===== src/hdl/evt_timer_pkg.sv =====
// constants shared by the event counter and timer unit
package evt_timer_pkg;

  // ===========================================================
  // register byte offsets
  localparam logic [7:0] OFS_SELECT      = 8'h00; // [0] counter select, [8] timer select
  localparam logic [7:0] OFS_CNT_SOURCE  = 8'h04; // selected counter start source
  localparam logic [7:0] OFS_CNT_ACT     = 8'h08; // selected counter activation
  localparam logic [7:0] OFS_CNT_LENGTH  = 8'h0c; // selected counter target length
  localparam logic [7:0] OFS_CNT_VALUE   = 8'h10; // selected counter value, read only
  localparam logic [7:0] OFS_CNT_CAPT    = 8'h14; // value caught at last clear, read only
  localparam logic [7:0] OFS_CNT_STATE   = 8'h18; // selected counter state, read only
  localparam logic [7:0] OFS_COMMAND     = 8'h1c; // [0] counter clear, [1] timer clear
  localparam logic [7:0] OFS_TMR_SOURCE  = 8'h20; // selected timer start source
  localparam logic [7:0] OFS_TMR_ACT     = 8'h24; // selected timer activation
  localparam logic [7:0] OFS_TMR_LEN_US  = 8'h28; // pulse length in microseconds
  localparam logic [7:0] OFS_TMR_LEN_NAT = 8'h2c; // pulse length in native ticks
  localparam logic [7:0] OFS_TMR_DLY_US  = 8'h30; // pulse delay in microseconds
  localparam logic [7:0] OFS_TMR_DLY_NAT = 8'h34; // pulse delay in native ticks
  localparam logic [7:0] OFS_TMR_ELAPSED = 8'h38; // elapsed pulse time in us, read only
  localparam logic [7:0] OFS_TMR_STATE   = 8'h3c; // selected timer state, read only

  // ===========================================================
  // field positions
  localparam int BIT_CNT_SEL   = 0;  // counter select in select register
  localparam int BIT_TMR_SEL   = 8;  // timer select in select register
  localparam int BIT_CNT_CLEAR = 0;  // counter clear in command register
  localparam int BIT_TMR_CLEAR = 1;  // timer clear in command register

  // ===========================================================
  // start source codes; lines, counters and timers follow in order
  localparam logic [4:0] SRC_OFF       = 5'h00; // source disabled
  localparam logic [4:0] SRC_ACQ_FIRST = 5'h01; // eight acquisition events from here
  localparam int         ACQ_EVENTS    = 8;     // acq trig/start/end, frame trig/start/end, exp start/end

  // activation codes
  localparam logic [2:0] ACT_RISE = 3'h0;
  localparam logic [2:0] ACT_FALL = 3'h1;
  localparam logic [2:0] ACT_ANY  = 3'h2;
  localparam logic [2:0] ACT_HIGH = 3'h3;
  localparam logic [2:0] ACT_LOW  = 3'h4;

  // state readout codes
  localparam logic [2:0] RD_IDLE    = 3'h0;
  localparam logic [2:0] RD_ARMED   = 3'h1;
  localparam logic [2:0] RD_ACTIVE  = 3'h2;
  localparam logic [2:0] RD_DONE    = 3'h3;
  localparam logic [2:0] RD_WRAPPED = 3'h4;

  // ===========================================================
  // timing: one native tick is half a microsecond
  localparam int CLK_PERIOD_NS  = 50;
  localparam int NATIVE_TICK_NS = 500;
  localparam int TICK_CYCLES    = NATIVE_TICK_NS / CLK_PERIOD_NS;
  localparam int NAT_PER_US_SHIFT = 1; // native = us << 1

  // counter and timer states
  typedef enum logic [2:0] {C_IDLE, C_ARMED, C_ACTIVE, C_DONE, C_WRAPPED} cnt_state_t;
  typedef enum logic [2:0] {T_IDLE, T_ARMED, T_DELAY, T_ACTIVE, T_DONE} tmr_state_t;

endpackage


===== src/hdl/event_counter_timer_unit.sv =====
// event counter and pulse timer unit with a classic wishbone register slave
// Behaviour
// - source off reports idle
// - armed without trigger reports waiting
// - counting toward length reports active
// - reaching length reports done
// - counter reaching maximum count reports wrapped
// - source off ignores every trigger
// - acquisition, frame, exposure events start counters
// - numbered io line transition starts counter
// - other counter end starts counter
// - timer end starts counter
// - rising, falling or any edge activation
// - level modes: counters count only during level, timers only start on it
// - several timers chosen by selector
// - timer end: pulse, inactive, stays stopped
// - pulse length accepted in native ticks
// - native and us lengths stay consistent
// - delay after trigger before pulse
// - native delay consistent with us delay
// - selected timer elapsed us readable
// - counter end: pulse, inactive, halts
// - clear catches value into capture
//
// Chosen here: the register offsets and the Wishbone interface to the registers.
module event_counter_timer_unit
  import evt_timer_pkg::*;
#(
  parameter int NC = 2,  // counters
  parameter int NT = 2,  // timers
  parameter int NL = 4,  // io lines
  parameter int CW = 32  // counter and timer width
) (
  // clock and reset
  input  wire logic                  core_clk,
  input  wire logic                  rst,
  // wishbone slave
  input  wire logic                  cyc,
  input  wire logic                  stb,
  input  wire logic                  we,
  input  wire logic [7:0]            adr,
  input  wire logic [3:0]            sel,
  input  wire logic [31:0]           dat_wr,
  output logic      [31:0]           dat_rd,
  output logic                       ack,
  // trigger inputs from acquisition logic and pins
  input  wire logic [ACQ_EVENTS-1:0] acq_events,
  input  wire logic [NL-1:0]         io_line,
  // counter and timer outputs
  output logic      [NC-1:0]         count_running_signal,
  output logic      [NC-1:0]         count_finish_event,
  output logic      [NT-1:0]         pulse_running_signal,
  output logic      [NT-1:0]         pulse_finish_event
);

  // ===========================================================
  // sizes and types
  localparam int SW   = 1 + ACQ_EVENTS + NL + NC + NT; // trigger vector width
  localparam int CSW  = (NC > 1) ? $clog2(NC) : 1;     // counter select width
  localparam int TSW  = (NT > 1) ? $clog2(NT) : 1;     // timer select width
  localparam int PW   = $clog2(TICK_CYCLES + 1);       // prescaler width
  localparam logic [PW-1:0] TICK_LAST = PW'(TICK_CYCLES - 1);
  typedef struct packed {
    logic [4:0]    src;   // start source
    logic [2:0]    act;   // activation type
    logic [CW-1:0] len;   // target length
    logic [CW-1:0] val;   // running count
    logic [CW-1:0] capt;  // value caught at clear
    cnt_state_t    st;    // state
    logic          fin;   // finish pulse
  } cnt_t;
  typedef struct packed {
    logic [4:0]    src;   // start source
    logic [2:0]    act;   // activation type
    logic [CW-1:0] len;   // pulse length, native ticks
    logic [CW-1:0] dly;   // delay, native ticks
    logic [CW-1:0] val;   // elapsed native ticks
    logic [PW-1:0] pre;   // clock prescaler to native tick
    tmr_state_t    st;    // state
    logic          fin;   // finish pulse
  } tmr_t;
  typedef struct packed {
    logic [ACQ_EVENTS-1:0] acq_m;  // first sync stage
    logic [ACQ_EVENTS-1:0] acq_s;  // second sync stage
    logic [NL-1:0]         ln_m;   // first sync stage
    logic [NL-1:0]         ln_s;   // second sync stage
    logic [SW-1:0]         prev;   // trigger levels last cycle
    logic [CSW-1:0]        csel;   // counter select
    logic [TSW-1:0]        tsel;   // timer select
    cnt_t [NC-1:0]         cnt;    // counters
    tmr_t [NT-1:0]         tmr;    // timers
    logic                  ack;    // bus answer
    logic [31:0]           dat;    // read data
  } st_t;
  st_t q, n; // registered state and its next value
  // ===========================================================
  // helpers
  // pick one trigger bit by source code, zero beyond the vector
  function automatic logic pick(input logic [SW-1:0] v, input logic [4:0] s);
    logic r;
    r = 1'b0;
    for (int k = 0; k < SW; k++) begin
      if (s == 5'(k)) begin
        r = v[k];
      end
    end
    return r;
  endfunction
  // edge start per activation
  function automatic logic edge_go(input logic [2:0] a, input logic r, input logic f);
    return (a == ACT_RISE && r) || (a == ACT_FALL && f) || (a == ACT_ANY && (r || f));
  endfunction
  // level held per activation
  function automatic logic level_on(input logic [2:0] a, input logic l);
    return (a == ACT_HIGH && l) || (a == ACT_LOW && !l);
  endfunction
  // byte lane merge of a write
  function automatic logic [31:0] lanes(input logic [31:0] o, input logic [31:0] w, input logic [3:0] s);
    logic [31:0] r;
    r = o;
    for (int b = 0; b < 4; b++) begin
      if (s[b]) begin
        r[8*b +: 8] = w[8*b +: 8];
      end
    end
    return r;
  endfunction

  // ===========================================================
  // trigger vector: off, acquisition, lines, counter ends, timer ends
  logic [SW-1:0] lv;   // trigger levels
  logic [SW-1:0] rise; // one-cycle rising edges
  logic [SW-1:0] fall; // one-cycle falling edges
  logic [NC-1:0] cfin; // counter finish levels
  logic [NT-1:0] tfin; // timer finish levels
  always_comb begin
    for (int i = 0; i < NC; i++) begin
      cfin[i] = q.cnt[i].fin;
    end
    for (int i = 0; i < NT; i++) begin
      tfin[i] = q.tmr[i].fin;
    end
    lv   = {tfin, cfin, q.ln_s, q.acq_s, 1'b0};
    rise = lv & ~q.prev;
    fall = ~lv & q.prev;
  end

  // ===========================================================
  // next state
  logic        req;  // new bus request
  logic [31:0] wv;   // merged write value
  logic [31:0] rd;   // read mux
  cnt_t        c;    // selected counter
  tmr_t        t;    // selected timer
  always_comb begin
    n     = q;
    n.ack = 1'b0;
    n.acq_m = acq_events;
    n.acq_s = q.acq_m;
    n.ln_m  = io_line;
    n.ln_s  = q.ln_m;
    n.prev  = lv;
    // counters
    for (int i = 0; i < NC; i++) begin
      n.cnt[i].fin = 1'b0;
      if (q.cnt[i].src == SRC_OFF) begin
        n.cnt[i].st = C_IDLE;
      end else begin
        unique case (q.cnt[i].st)
          C_IDLE: begin
            n.cnt[i].st = C_ARMED;
          end
          C_ARMED: begin
            if (edge_go(q.cnt[i].act, pick(rise, q.cnt[i].src), pick(fall, q.cnt[i].src))) begin
              n.cnt[i].val = '0;
              n.cnt[i].st  = C_ACTIVE;
            end else if (level_on(q.cnt[i].act, pick(lv, q.cnt[i].src))) begin
              n.cnt[i].st = C_ACTIVE;
            end
          end
          C_ACTIVE: begin
            if (q.cnt[i].act >= ACT_HIGH && !level_on(q.cnt[i].act, pick(lv, q.cnt[i].src))) begin
              n.cnt[i].st = C_ARMED;
            end else if (q.cnt[i].val == q.cnt[i].len) begin
              n.cnt[i].st  = C_DONE;
              n.cnt[i].fin = 1'b1;
            end else if (&q.cnt[i].val) begin
              n.cnt[i].st = C_WRAPPED;
            end else begin
              n.cnt[i].val = q.cnt[i].val + 1'b1;
            end
          end
          C_DONE, C_WRAPPED: begin
            if (edge_go(q.cnt[i].act, pick(rise, q.cnt[i].src), pick(fall, q.cnt[i].src)) ||
                level_on(q.cnt[i].act, pick(lv, q.cnt[i].src))) begin
              n.cnt[i].val = '0;
              n.cnt[i].st  = C_ACTIVE;
            end
          end
          default: n.cnt[i].st = C_IDLE;
        endcase
      end
    end
    // timers
    for (int i = 0; i < NT; i++) begin
      n.tmr[i].fin = 1'b0;
      n.tmr[i].pre = (q.tmr[i].pre == TICK_LAST) ? '0 : q.tmr[i].pre + 1'b1;
      if (q.tmr[i].src == SRC_OFF) begin
        n.tmr[i].st = T_IDLE;
      end else begin
        unique case (q.tmr[i].st)
          T_IDLE: begin
            n.tmr[i].st = T_ARMED;
          end
          T_ARMED, T_DONE: begin
            if (edge_go(q.tmr[i].act, pick(rise, q.tmr[i].src), pick(fall, q.tmr[i].src)) ||
                level_on(q.tmr[i].act, pick(lv, q.tmr[i].src))) begin
              n.tmr[i].val = '0;
              n.tmr[i].pre = '0;
              n.tmr[i].st  = T_DELAY;
            end
          end
          T_DELAY: begin
            if (q.tmr[i].val == q.tmr[i].dly) begin
              n.tmr[i].val = '0;
              n.tmr[i].pre = '0;
              n.tmr[i].st  = T_ACTIVE;
            end else if (q.tmr[i].pre == TICK_LAST) begin
              n.tmr[i].val = q.tmr[i].val + 1'b1;
            end
          end
          T_ACTIVE: begin
            if (q.tmr[i].val == q.tmr[i].len) begin
              n.tmr[i].st  = T_DONE;
              n.tmr[i].fin = 1'b1;
            end else if (q.tmr[i].pre == TICK_LAST) begin
              n.tmr[i].val = q.tmr[i].val + 1'b1;
            end
          end
          default: n.tmr[i].st = T_IDLE;
        endcase
      end
    end
    // bus access, taken once per request
    req = cyc && stb && !q.ack;
    c   = q.cnt[q.csel];
    t   = q.tmr[q.tsel];
    wv  = 32'h0;
    rd  = 32'h0;
    unique case (adr)
      OFS_SELECT: begin
        rd[BIT_CNT_SEL +: CSW] = q.csel;
        rd[BIT_TMR_SEL +: TSW] = q.tsel;
      end
      OFS_CNT_SOURCE:  rd[4:0] = c.src;
      OFS_CNT_ACT:     rd[2:0] = c.act;
      OFS_CNT_LENGTH:  rd = 32'(c.len);
      OFS_CNT_VALUE:   rd = 32'(c.val);
      OFS_CNT_CAPT:    rd = 32'(c.capt);
      // state order idle..wrapped matches the readout codes
      OFS_CNT_STATE:   rd[2:0] = 3'(c.st);
      OFS_TMR_SOURCE:  rd[4:0] = t.src;
      OFS_TMR_ACT:     rd[2:0] = t.act;
      OFS_TMR_LEN_US:  rd = 32'(t.len >> NAT_PER_US_SHIFT);
      OFS_TMR_LEN_NAT: rd = 32'(t.len);
      OFS_TMR_DLY_US:  rd = 32'(t.dly >> NAT_PER_US_SHIFT);
      OFS_TMR_DLY_NAT: rd = 32'(t.dly);
      OFS_TMR_ELAPSED: begin
        if (t.st == T_ACTIVE || t.st == T_DONE) begin
          rd = 32'(t.val >> NAT_PER_US_SHIFT);
        end
      end
      OFS_TMR_STATE: begin
        unique case (t.st)
          T_IDLE:           rd[2:0] = RD_IDLE;
          T_ARMED, T_DELAY: rd[2:0] = RD_ARMED;
          T_ACTIVE:         rd[2:0] = RD_ACTIVE;
          T_DONE:           rd[2:0] = RD_DONE;
          default:          rd[2:0] = RD_IDLE;
        endcase
      end
      default: rd = 32'h0;
    endcase
    if (req) begin
      n.ack = 1'b1;
      n.dat = rd;
      wv    = lanes(rd, dat_wr, sel);
      if (we) begin
        unique case (adr)
          OFS_SELECT: begin
            n.csel = wv[BIT_CNT_SEL +: CSW];
            n.tsel = wv[BIT_TMR_SEL +: TSW];
          end
          OFS_CNT_SOURCE:  n.cnt[q.csel].src = wv[4:0];
          OFS_CNT_ACT:     n.cnt[q.csel].act = wv[2:0];
          OFS_CNT_LENGTH:  n.cnt[q.csel].len = CW'(wv);
          OFS_COMMAND: begin
            if (wv[BIT_CNT_CLEAR]) begin
              n.cnt[q.csel].capt = c.val;
              n.cnt[q.csel].val  = '0;
              n.cnt[q.csel].st   = (c.src == SRC_OFF) ? C_IDLE :
                                   (c.act >= ACT_HIGH) ? C_ARMED : C_ACTIVE;
            end
            if (wv[BIT_TMR_CLEAR]) begin
              n.tmr[q.tsel].val = '0;
              n.tmr[q.tsel].st  = (t.src == SRC_OFF) ? T_IDLE : T_ARMED;
            end
          end
          OFS_TMR_SOURCE:  n.tmr[q.tsel].src = wv[4:0];
          OFS_TMR_ACT:     n.tmr[q.tsel].act = wv[2:0];
          OFS_TMR_LEN_US:  n.tmr[q.tsel].len = CW'(wv) << NAT_PER_US_SHIFT;
          OFS_TMR_LEN_NAT: n.tmr[q.tsel].len = CW'(wv);
          OFS_TMR_DLY_US:  n.tmr[q.tsel].dly = CW'(wv) << NAT_PER_US_SHIFT;
          OFS_TMR_DLY_NAT: n.tmr[q.tsel].dly = CW'(wv);
          default: n.ack = 1'b1;
        endcase
      end
    end
  end

  // ===========================================================
  // state register
  always_ff @(posedge core_clk) begin
    if (rst) begin
      q <= '0;
    end else begin
      q <= n;
    end
  end

  // ===========================================================
  // outputs
  always_comb begin
    for (int i = 0; i < NC; i++) begin
      count_running_signal[i] = (q.cnt[i].st == C_ACTIVE);
      count_finish_event[i]   = q.cnt[i].fin;
    end
    for (int i = 0; i < NT; i++) begin
      pulse_running_signal[i] = (q.tmr[i].st == T_ACTIVE);
      pulse_finish_event[i]   = q.tmr[i].fin;
    end
    dat_rd = q.dat;
    ack    = q.ack;
  end

endmodule // event_counter_timer_unit


===== config.mk =====
export PLATFORM = sky130hd
export DESIGN_NAME = event_counter_timer_unit
export DESIGN_NICKNAME = d
export VERILOG_FILES = /design/src/hdl/evt_timer_pkg.sv /design/src/hdl/event_counter_timer_unit.sv
export SDC_FILE = /design/constraint.sdc
export NUM_CORES = 2
export LEC_CHECK = 0
export BUFFER_PORTS_ARGS = -buffer_cell sky130_fd_sc_hd__buf_2
export CORE_ASPECT_RATIO = 1.75
export CORE_MARGIN = 2
export CORE_UTILIZATION = 64
export DETAILED_ROUTE_END_ITERATION = 10
export GPL_TIMING_DRIVEN = 0
export MAX_ROUTING_LAYER = met4
export PLACE_DENSITY = 0.82
export SLEW_MARGIN = 40
export SYNTH_ARGS = -nofsm -noshare
export SYNTH_HDL_FRONTEND = slang
export SYNTH_SLANG_ARGS = --single-unit

===== constraint.sdc =====
create_clock -name core_clk -period 3.93 [get_ports core_clk]
set_clock_uncertainty 0.2 [all_clocks]
set_input_delay 0.393 -clock core_clk [delete_from_list [all_inputs] [get_ports core_clk]]
set_output_delay 0.393 -clock core_clk [all_outputs]
set_load 0.03 [all_outputs]

==> Implementation_results.wiki, run 1 <==
{| class="wikitable"
! Metric !! Value
|-
| Gate count of the mapped netlist || 4245
|-
| Number of global-route vias before repair || 41497
|-
| Overflow left after global routing || 463
|-
| IO Count || 102
|-
| Netlist area before placement || 32900 µm²
|-
| Async set-or-reset flop fraction in the synthesized netlist || 0%
|-
| Synth Warn # || 0
|-
| Number of placement rows || 109
|-
| Total global-route track usage || 73.7%
|-
| Post-detailed-placement half-perimeter wirelength || 129000 µm
|-
| Run status || did not finish
|-
| Share of Yosys cell area claimed by the top area cell type || 31.4%
|-
| Stage where the run ended || global routing (5_1_grt)
|-
| Main synth FF type || sky130_fd_sc_hd__dfxtp_1
|-
| Post-synth top cells || sky130_fd_sc_hd__dfxtp_1 (515), sky130_fd_sc_hd__nor2_1 (466), sky130_fd_sc_hd__nand2_1 (395)
|-
| Wire length of the first global-routing pass || 295000 µm
|-
| Buffer depth of the longest clock path || 3
|-
| Number of H-tree branching levels || 2
|-
| Error text reported by the tool || [ERROR GRT-0116] Global routing finished with congestion. Check the congestion regions in the DRC Viewer.
|-
| Number of enable-type register cells in the synthesized netlist || 0
|-
| Sinks on Clock Net || 515
|-
| Average size of a mapped cell || 7.74 µm²
|-
| Global placement routability congestion || 1.21
|-
| Count of unique library cells instantiated by Yosys || 104
|-
| Register bit total from synthesis || 515
|-
| Top cell type by total area after synthesis || sky130_fd_sc_hd__dfxtp_1
|-
| Post-Synthesis Net Count || 4310
|-
| Share of the yosys chip area belonging to registers || 31.4%
|-
| Leading cell types by total area after synthesis || sky130_fd_sc_hd__dfxtp_1 (31%), sky130_fd_sc_hd__mux2i_1 (7.6%), sky130_fd_sc_hd__nor2_1 (5.3%)
|-
| Top-count cell post-synth || sky130_fd_sc_hd__dfxtp_1
|-
| Port Buffer Count || 98
|-
| Floorplan die height || 304 µm
|-
| Pin count of the biggest net entering global routing || 16
|-
| Root cell of the clock tree || sky130_fd_sc_hd__clkbuf_16
|-
| Total clock buffers created by CTS || 49
|-
| Starting Density || 65.0%
|-
| Die width || 175 µm
|}
[cells by family after synthesis]
group	Yosys count	share of synthesized area, %
simple gates	1594	23.9
compound gates	1171	22.8
flops	515	31.4
buf+inv	457	6.18
mux	305	10.4
xor+xnor	198	5.28
fa+ha+maj	5	0.183
[repair_timing]
action,CTS
gates cloned,0
buffers inserted,19
hold buffers,12
setup endpoints to repair,380
resized for setup,96
pin swaps,7
hold endpoints to repair,12
[through the flow]
stage               util, %  instance area [µm²]  std cells  worst slack [ns]  TNS [ns]
global placement       67.6                34200       5009             -1.57   -287.61
floorplan                 -                32900       4245             0.560         0
detailed placement     68.0                34400       5015             -1.48   -215.47
CTS                    72.4                36600       5117           0.00600         0
[layer usage]
layer	GRT overflow	GRT usage (%)
met3	20	48.7
met5	-	-
met4	185	72.4
met2	250	93.9
met1	8	72.4
==> run 2: changes to the inputs <==
--- a/config.mk
+++ b/config.mk
@@ -6,13 +6,11 @@
 export NUM_CORES = 2
 export LEC_CHECK = 0
 export BUFFER_PORTS_ARGS = -buffer_cell sky130_fd_sc_hd__buf_2
-export CORE_ASPECT_RATIO = 1.75
 export CORE_MARGIN = 2
-export CORE_UTILIZATION = 64
+export CORE_UTILIZATION = 40
 export DETAILED_ROUTE_END_ITERATION = 10
 export GPL_TIMING_DRIVEN = 0
-export MAX_ROUTING_LAYER = met4
-export PLACE_DENSITY = 0.82
+export PLACE_DENSITY_LB_ADDON = 0.15
 export SLEW_MARGIN = 40
 export SYNTH_ARGS = -nofsm -noshare
 export SYNTH_HDL_FRONTEND = slang
==> run 2 against run 1 <==
Net effect: the flow now finishes, with violations (setup timing); synthesized area did not move; synthesized cell count unchanged.
==> Implementation_results.wiki, run 2 <==
{| class="wikitable"
! Metric !! Value
|-
| Die width || 291 µm (+66%)
|-
| Setup violation total in the final timing report || 4
|-
| Area delta synth->final || 17.4%
|-
| Total leakage power || 13.9 nW
|-
| Number of vias per cell after detailed routing || 6.53
|-
| Global placement routability congestion || 1.05 (-13%)
|-
| Met2 WL post-DR || 75100 µm
|-
| Post-Synthesis Net Count || 4310 (unchanged)
|-
| Number of placement rows || 105 (-3.7%)
|-
| Share of cells above drive strength 1 || 15.5%
|-
| Max Cap Viol || 0
|-
| Number of design-rule violations left by the first detailed-router iteration || 4865
|-
| Floorplan die height || 291 µm (-4.3%)
|-
| Main synth FF type || sky130_fd_sc_hd__dfxtp_1
|-
| Count of unique library cells instantiated by Yosys || 104 (unchanged)
|-
| Power density normalized to cell area || 320 nW/µm²
|-
| Critical path's top delay family || buffers and inverters
|-
| Wire length on met3 || 19900 µm
|-
| Leading cell types by total area after synthesis || sky130_fd_sc_hd__dfxtp_1 (31%), sky130_fd_sc_hd__mux2i_1 (7.6%), sky130_fd_sc_hd__nor2_1 (5.3%)
|-
| Category of the critical setup timing path || flop to flop
|-
| Detail Route Antenna Nets || 0
|-
| Placement Cell Area || 35100 µm² (+1.9%)
|-
| Drt pass-1 iters || 6
|-
| Source-to-sink clock delay at the later pin of the worst-skew pair || 0.68 ns
|-
| Share of the yosys chip area belonging to registers || 31.4% (unchanged)
|-
| Core area || 81700 µm²
|-
| Sort of element at the start of the critical path || flop
|-
| Pin count of the biggest net entering global routing || 18
|-
| Gate count of the mapped netlist || 4245 (unchanged)
|-
| Number of standard cells in the layout, taps in and fillers out || 5574
|-
| Max Fclk || 0.249 GHz
|-
| Sinks on Clock Net || 515 (unchanged)
|-
| WL per Instance || 32.0 µm
|-
| Overflow left after global routing || 0
|-
| Root cell of the clock tree || sky130_fd_sc_hd__clkbuf_16
|-
| Number of buffers and inverters on the critical path || 5
|-
| Violations in the final reports || setup timing
|-
| Initial antenna violation count || 7
|-
| Port Buffer Count || 98 (unchanged)
|-
| Number of enable-type register cells in the synthesized netlist || 0 (unchanged)
|-
| Netlist area before placement || 32900 µm² (unchanged)
|-
| Worst hold margin || 0.0350 ns
|-
| Total clock buffers created by CTS || 60 (+22%)
|-
| Post-detailed-placement half-perimeter wirelength || 139000 µm (+7.7%)
|-
| IO Count || 102 (unchanged)
|-
| TritonCTS clock tree || yes
|-
| Instance count on the critical path || 13
|-
| Worst-case vdd ir drop || 0.340 mV
|-
| Worst path cell trace || buf_4, buf_6, buf_6, buf_6, buf_8, mux2i_1, o22ai_1, nor4_2, o21ai_2, mux2i_4, o22ai_1, o21ai_0, a21oi_1
|-
| Top cell type by total area after synthesis || sky130_fd_sc_hd__dfxtp_1
|-
| Metal-1 WL || 71200 µm
|-
| Most frequent cells in the layout || sky130_fd_sc_hd__dfxtp_1 (496), sky130_fd_sc_hd__nor2_1 (461), sky130_fd_sc_hd__nand2_1 (393)
|-
| Synth Warn # || 0 (unchanged)
|-
| Req. time, crit path || 4.23 ns
|-
| Ratio of final minimum period to clock period || 102%
|-
| Unrepaired setup endpoints after global routing || true
|-
| Normalized max-slew margin || 33.4%
|-
| Buffer depth of the longest clock path || 3 (unchanged)
|-
| WL final || 178000 µm
|-
| Worst Path Arrival || 4.31 ns
|-
| Async set-or-reset flop fraction in the synthesized netlist || 0% (unchanged)
|-
| Max FFs per register || 454
|-
| Inst Count DP || 5425 (+8.2%)
|-
| Share of Yosys cell area claimed by the top area cell type || 31.4% (unchanged)
|-
| Highest-delay cell along the critical path || sky130_fd_sc_hd__mux2i_1
|-
| Depth of the most critical reg-to-reg path || 13
|-
| Final setup margin || -0.0821 ns
|-
| CP dominant cell by count || sky130_fd_sc_hd__buf_6
|-
| Total via count after detailed routing || 36404
|-
| Total global-route track usage || 40.5%
|-
| Post-synth top cells || sky130_fd_sc_hd__dfxtp_1 (515), sky130_fd_sc_hd__nor2_1 (466), sky130_fd_sc_hd__nand2_1 (395)
|-
| Most common cell after layout, fill and taps aside || sky130_fd_sc_hd__dfxtp_1
|-
| Register containing the most flip-flops in the final layout || q
|-
| Count of filler cells inserted in the layout || 8309
|-
| Die area || 84500 µm²
|-
| Hold Violations, Final || 0
|-
| Worst stage delay on the critical path || 0.41 ns
|-
| Worst-path clk slew || 0.06 ns
|-
| Final Max Slew Viols || 0
|-
| Crit path time final || 4.01 ns
|-
| Run status || finished with violations
|-
| Worst-path fanout max || 10
|-
| Worst min path class || input pin to flop
|-
| Starting Density || 40.2% (-25 points)
|-
| Actual slew at the worst max-slew pin || 0.995 ns
|-
| Cells on Worst Hold Path || 4
|-
| Top-count cell post-synth || sky130_fd_sc_hd__dfxtp_1
|-
| Top routing layer in use || met5
|-
| Number of global-route vias before repair || 33052
|-
| Number of H-tree branching levels || 2 (unchanged)
|-
| Final non-filler cell area || 38600 µm²
|-
| Register bit total from synthesis || 515 (unchanged)
|-
| Average size of a mapped cell || 7.74 µm² (unchanged)
|-
| Wire length of the first global-routing pass || 248000 µm
|-
| Critical path endpoint category || flop
|-
| Total Nets Final || 4517
|-
| # DRC || 0
|}
-- run 2: cell counts after synthesis --
Identical to the previous run, type by type.
-- run 2: kinds of logic after synthesis --
| kind of cell | count (synthesis) | share of synthesized area, % |
|---|---|---|
| xor gates and xnor gates | 198 | 5.28 |
| muxes | 305 | 10.4 |
| AOI/OAI and AO/OA | 1171 | 22.8 |
| buffers and inverters | 457 | 6.18 |
| adders and majority gates | 5 | 0.183 |
| and+or+nand+nor | 1594 | 23.9 |
| DFF | 515 | 31.4 |
-- run 2: cell type report --
| cell class | instances | area [µm²] | area share [%] |
|---|---|---|---|
| Antenna cell | 2 | 5.00 | 0.0130 |
| Clock inverter | 27 | 333 | 0.863 |
| Sequential cell | 515 | 10300 | 26.8 |
| Tap cell | 1070 | 1340 | 3.47 |
| Timing Repair Buffer | 177 | 1220 | 3.16 |
| Inverter | 52 | 199 | 0.516 |
| Buffer | 373 | 1930 | 4.99 |
| Clock buffer | 85 | 1770 | 4.58 |
| Multi-Input combinational cell | 3273 | 21500 | 55.6 |
-- run 2: final timing paths --
check | start | end | slack [ns]
setup / recovery | q[473] | q[80] | -0.08
hold / removal | stb | dat_rd[18] | 0.03
setup reg to reg | q[473] | q[80] | -0.08
hold reg to reg | n[494] | lv[11] | 0.23
-- run 2: worst register-to-register path, delay by kind of cell, from the launching register on --
family / cells / cell delay (ns)
buffers and inverters: 5 / 1.24
AO/OA/AOI/OAI: 5 / 0.95
multiplexers: 2 / 0.77
flip-flops: 1 / 0.35
AND/OR/NAND/NOR: 1 / 0.34
-- run 2: per-stage QoR --
step / setup slack, ns / setup TNS, ns / utilization (%) / total power, W
after CTS: -0.00523 / -0.0117 / 46.6 / 0.0123
after floorplan: 0.560 / 0 / - / 0.00581
after global placement: -1.87 / -391.64 / 42.5 / 0.00618
after detailed placement: -1.33 / -239.54 / 42.9 / 0.00621
final: -0.0821 / -0.245 / 47.2 / 0.0123
after global routing: -0.0444 / -0.0810 / 47.2 / 0.0126
-- run 2: timing repair --
action / 4_1_cts / 5_1_grt
hold buffers: 12 / 0
gates resized for setup: 122 / 114
gates cloned: 0 / 0
setup buffers: 35 / 19
pin swaps: 12 / 15
endpoints found under the hold margin: 12 / 0
setup endpoints to repair: 396 / 314
-- run 2: power breakdown --
part,internal (W),leakage [nW],total [W],switching [W]
clock network,0.00357,1.04,0.00611,0.00254
registers,0.00526,4.17,0.00532,0.0000590
logic,0.000275,8.72,0.000896,0.000621
-- run 2: metal layers --
metal | up-vias | GRT usage, %
li1 | 15904 | -
met5 | - | 0
met1 | 17639 | 52.9
met3 | 553 | 10.3
met4 | 8 | 22.7
met2 | 2300 | 60.6
Note: power is estimated with default switching activity, not from simulation.
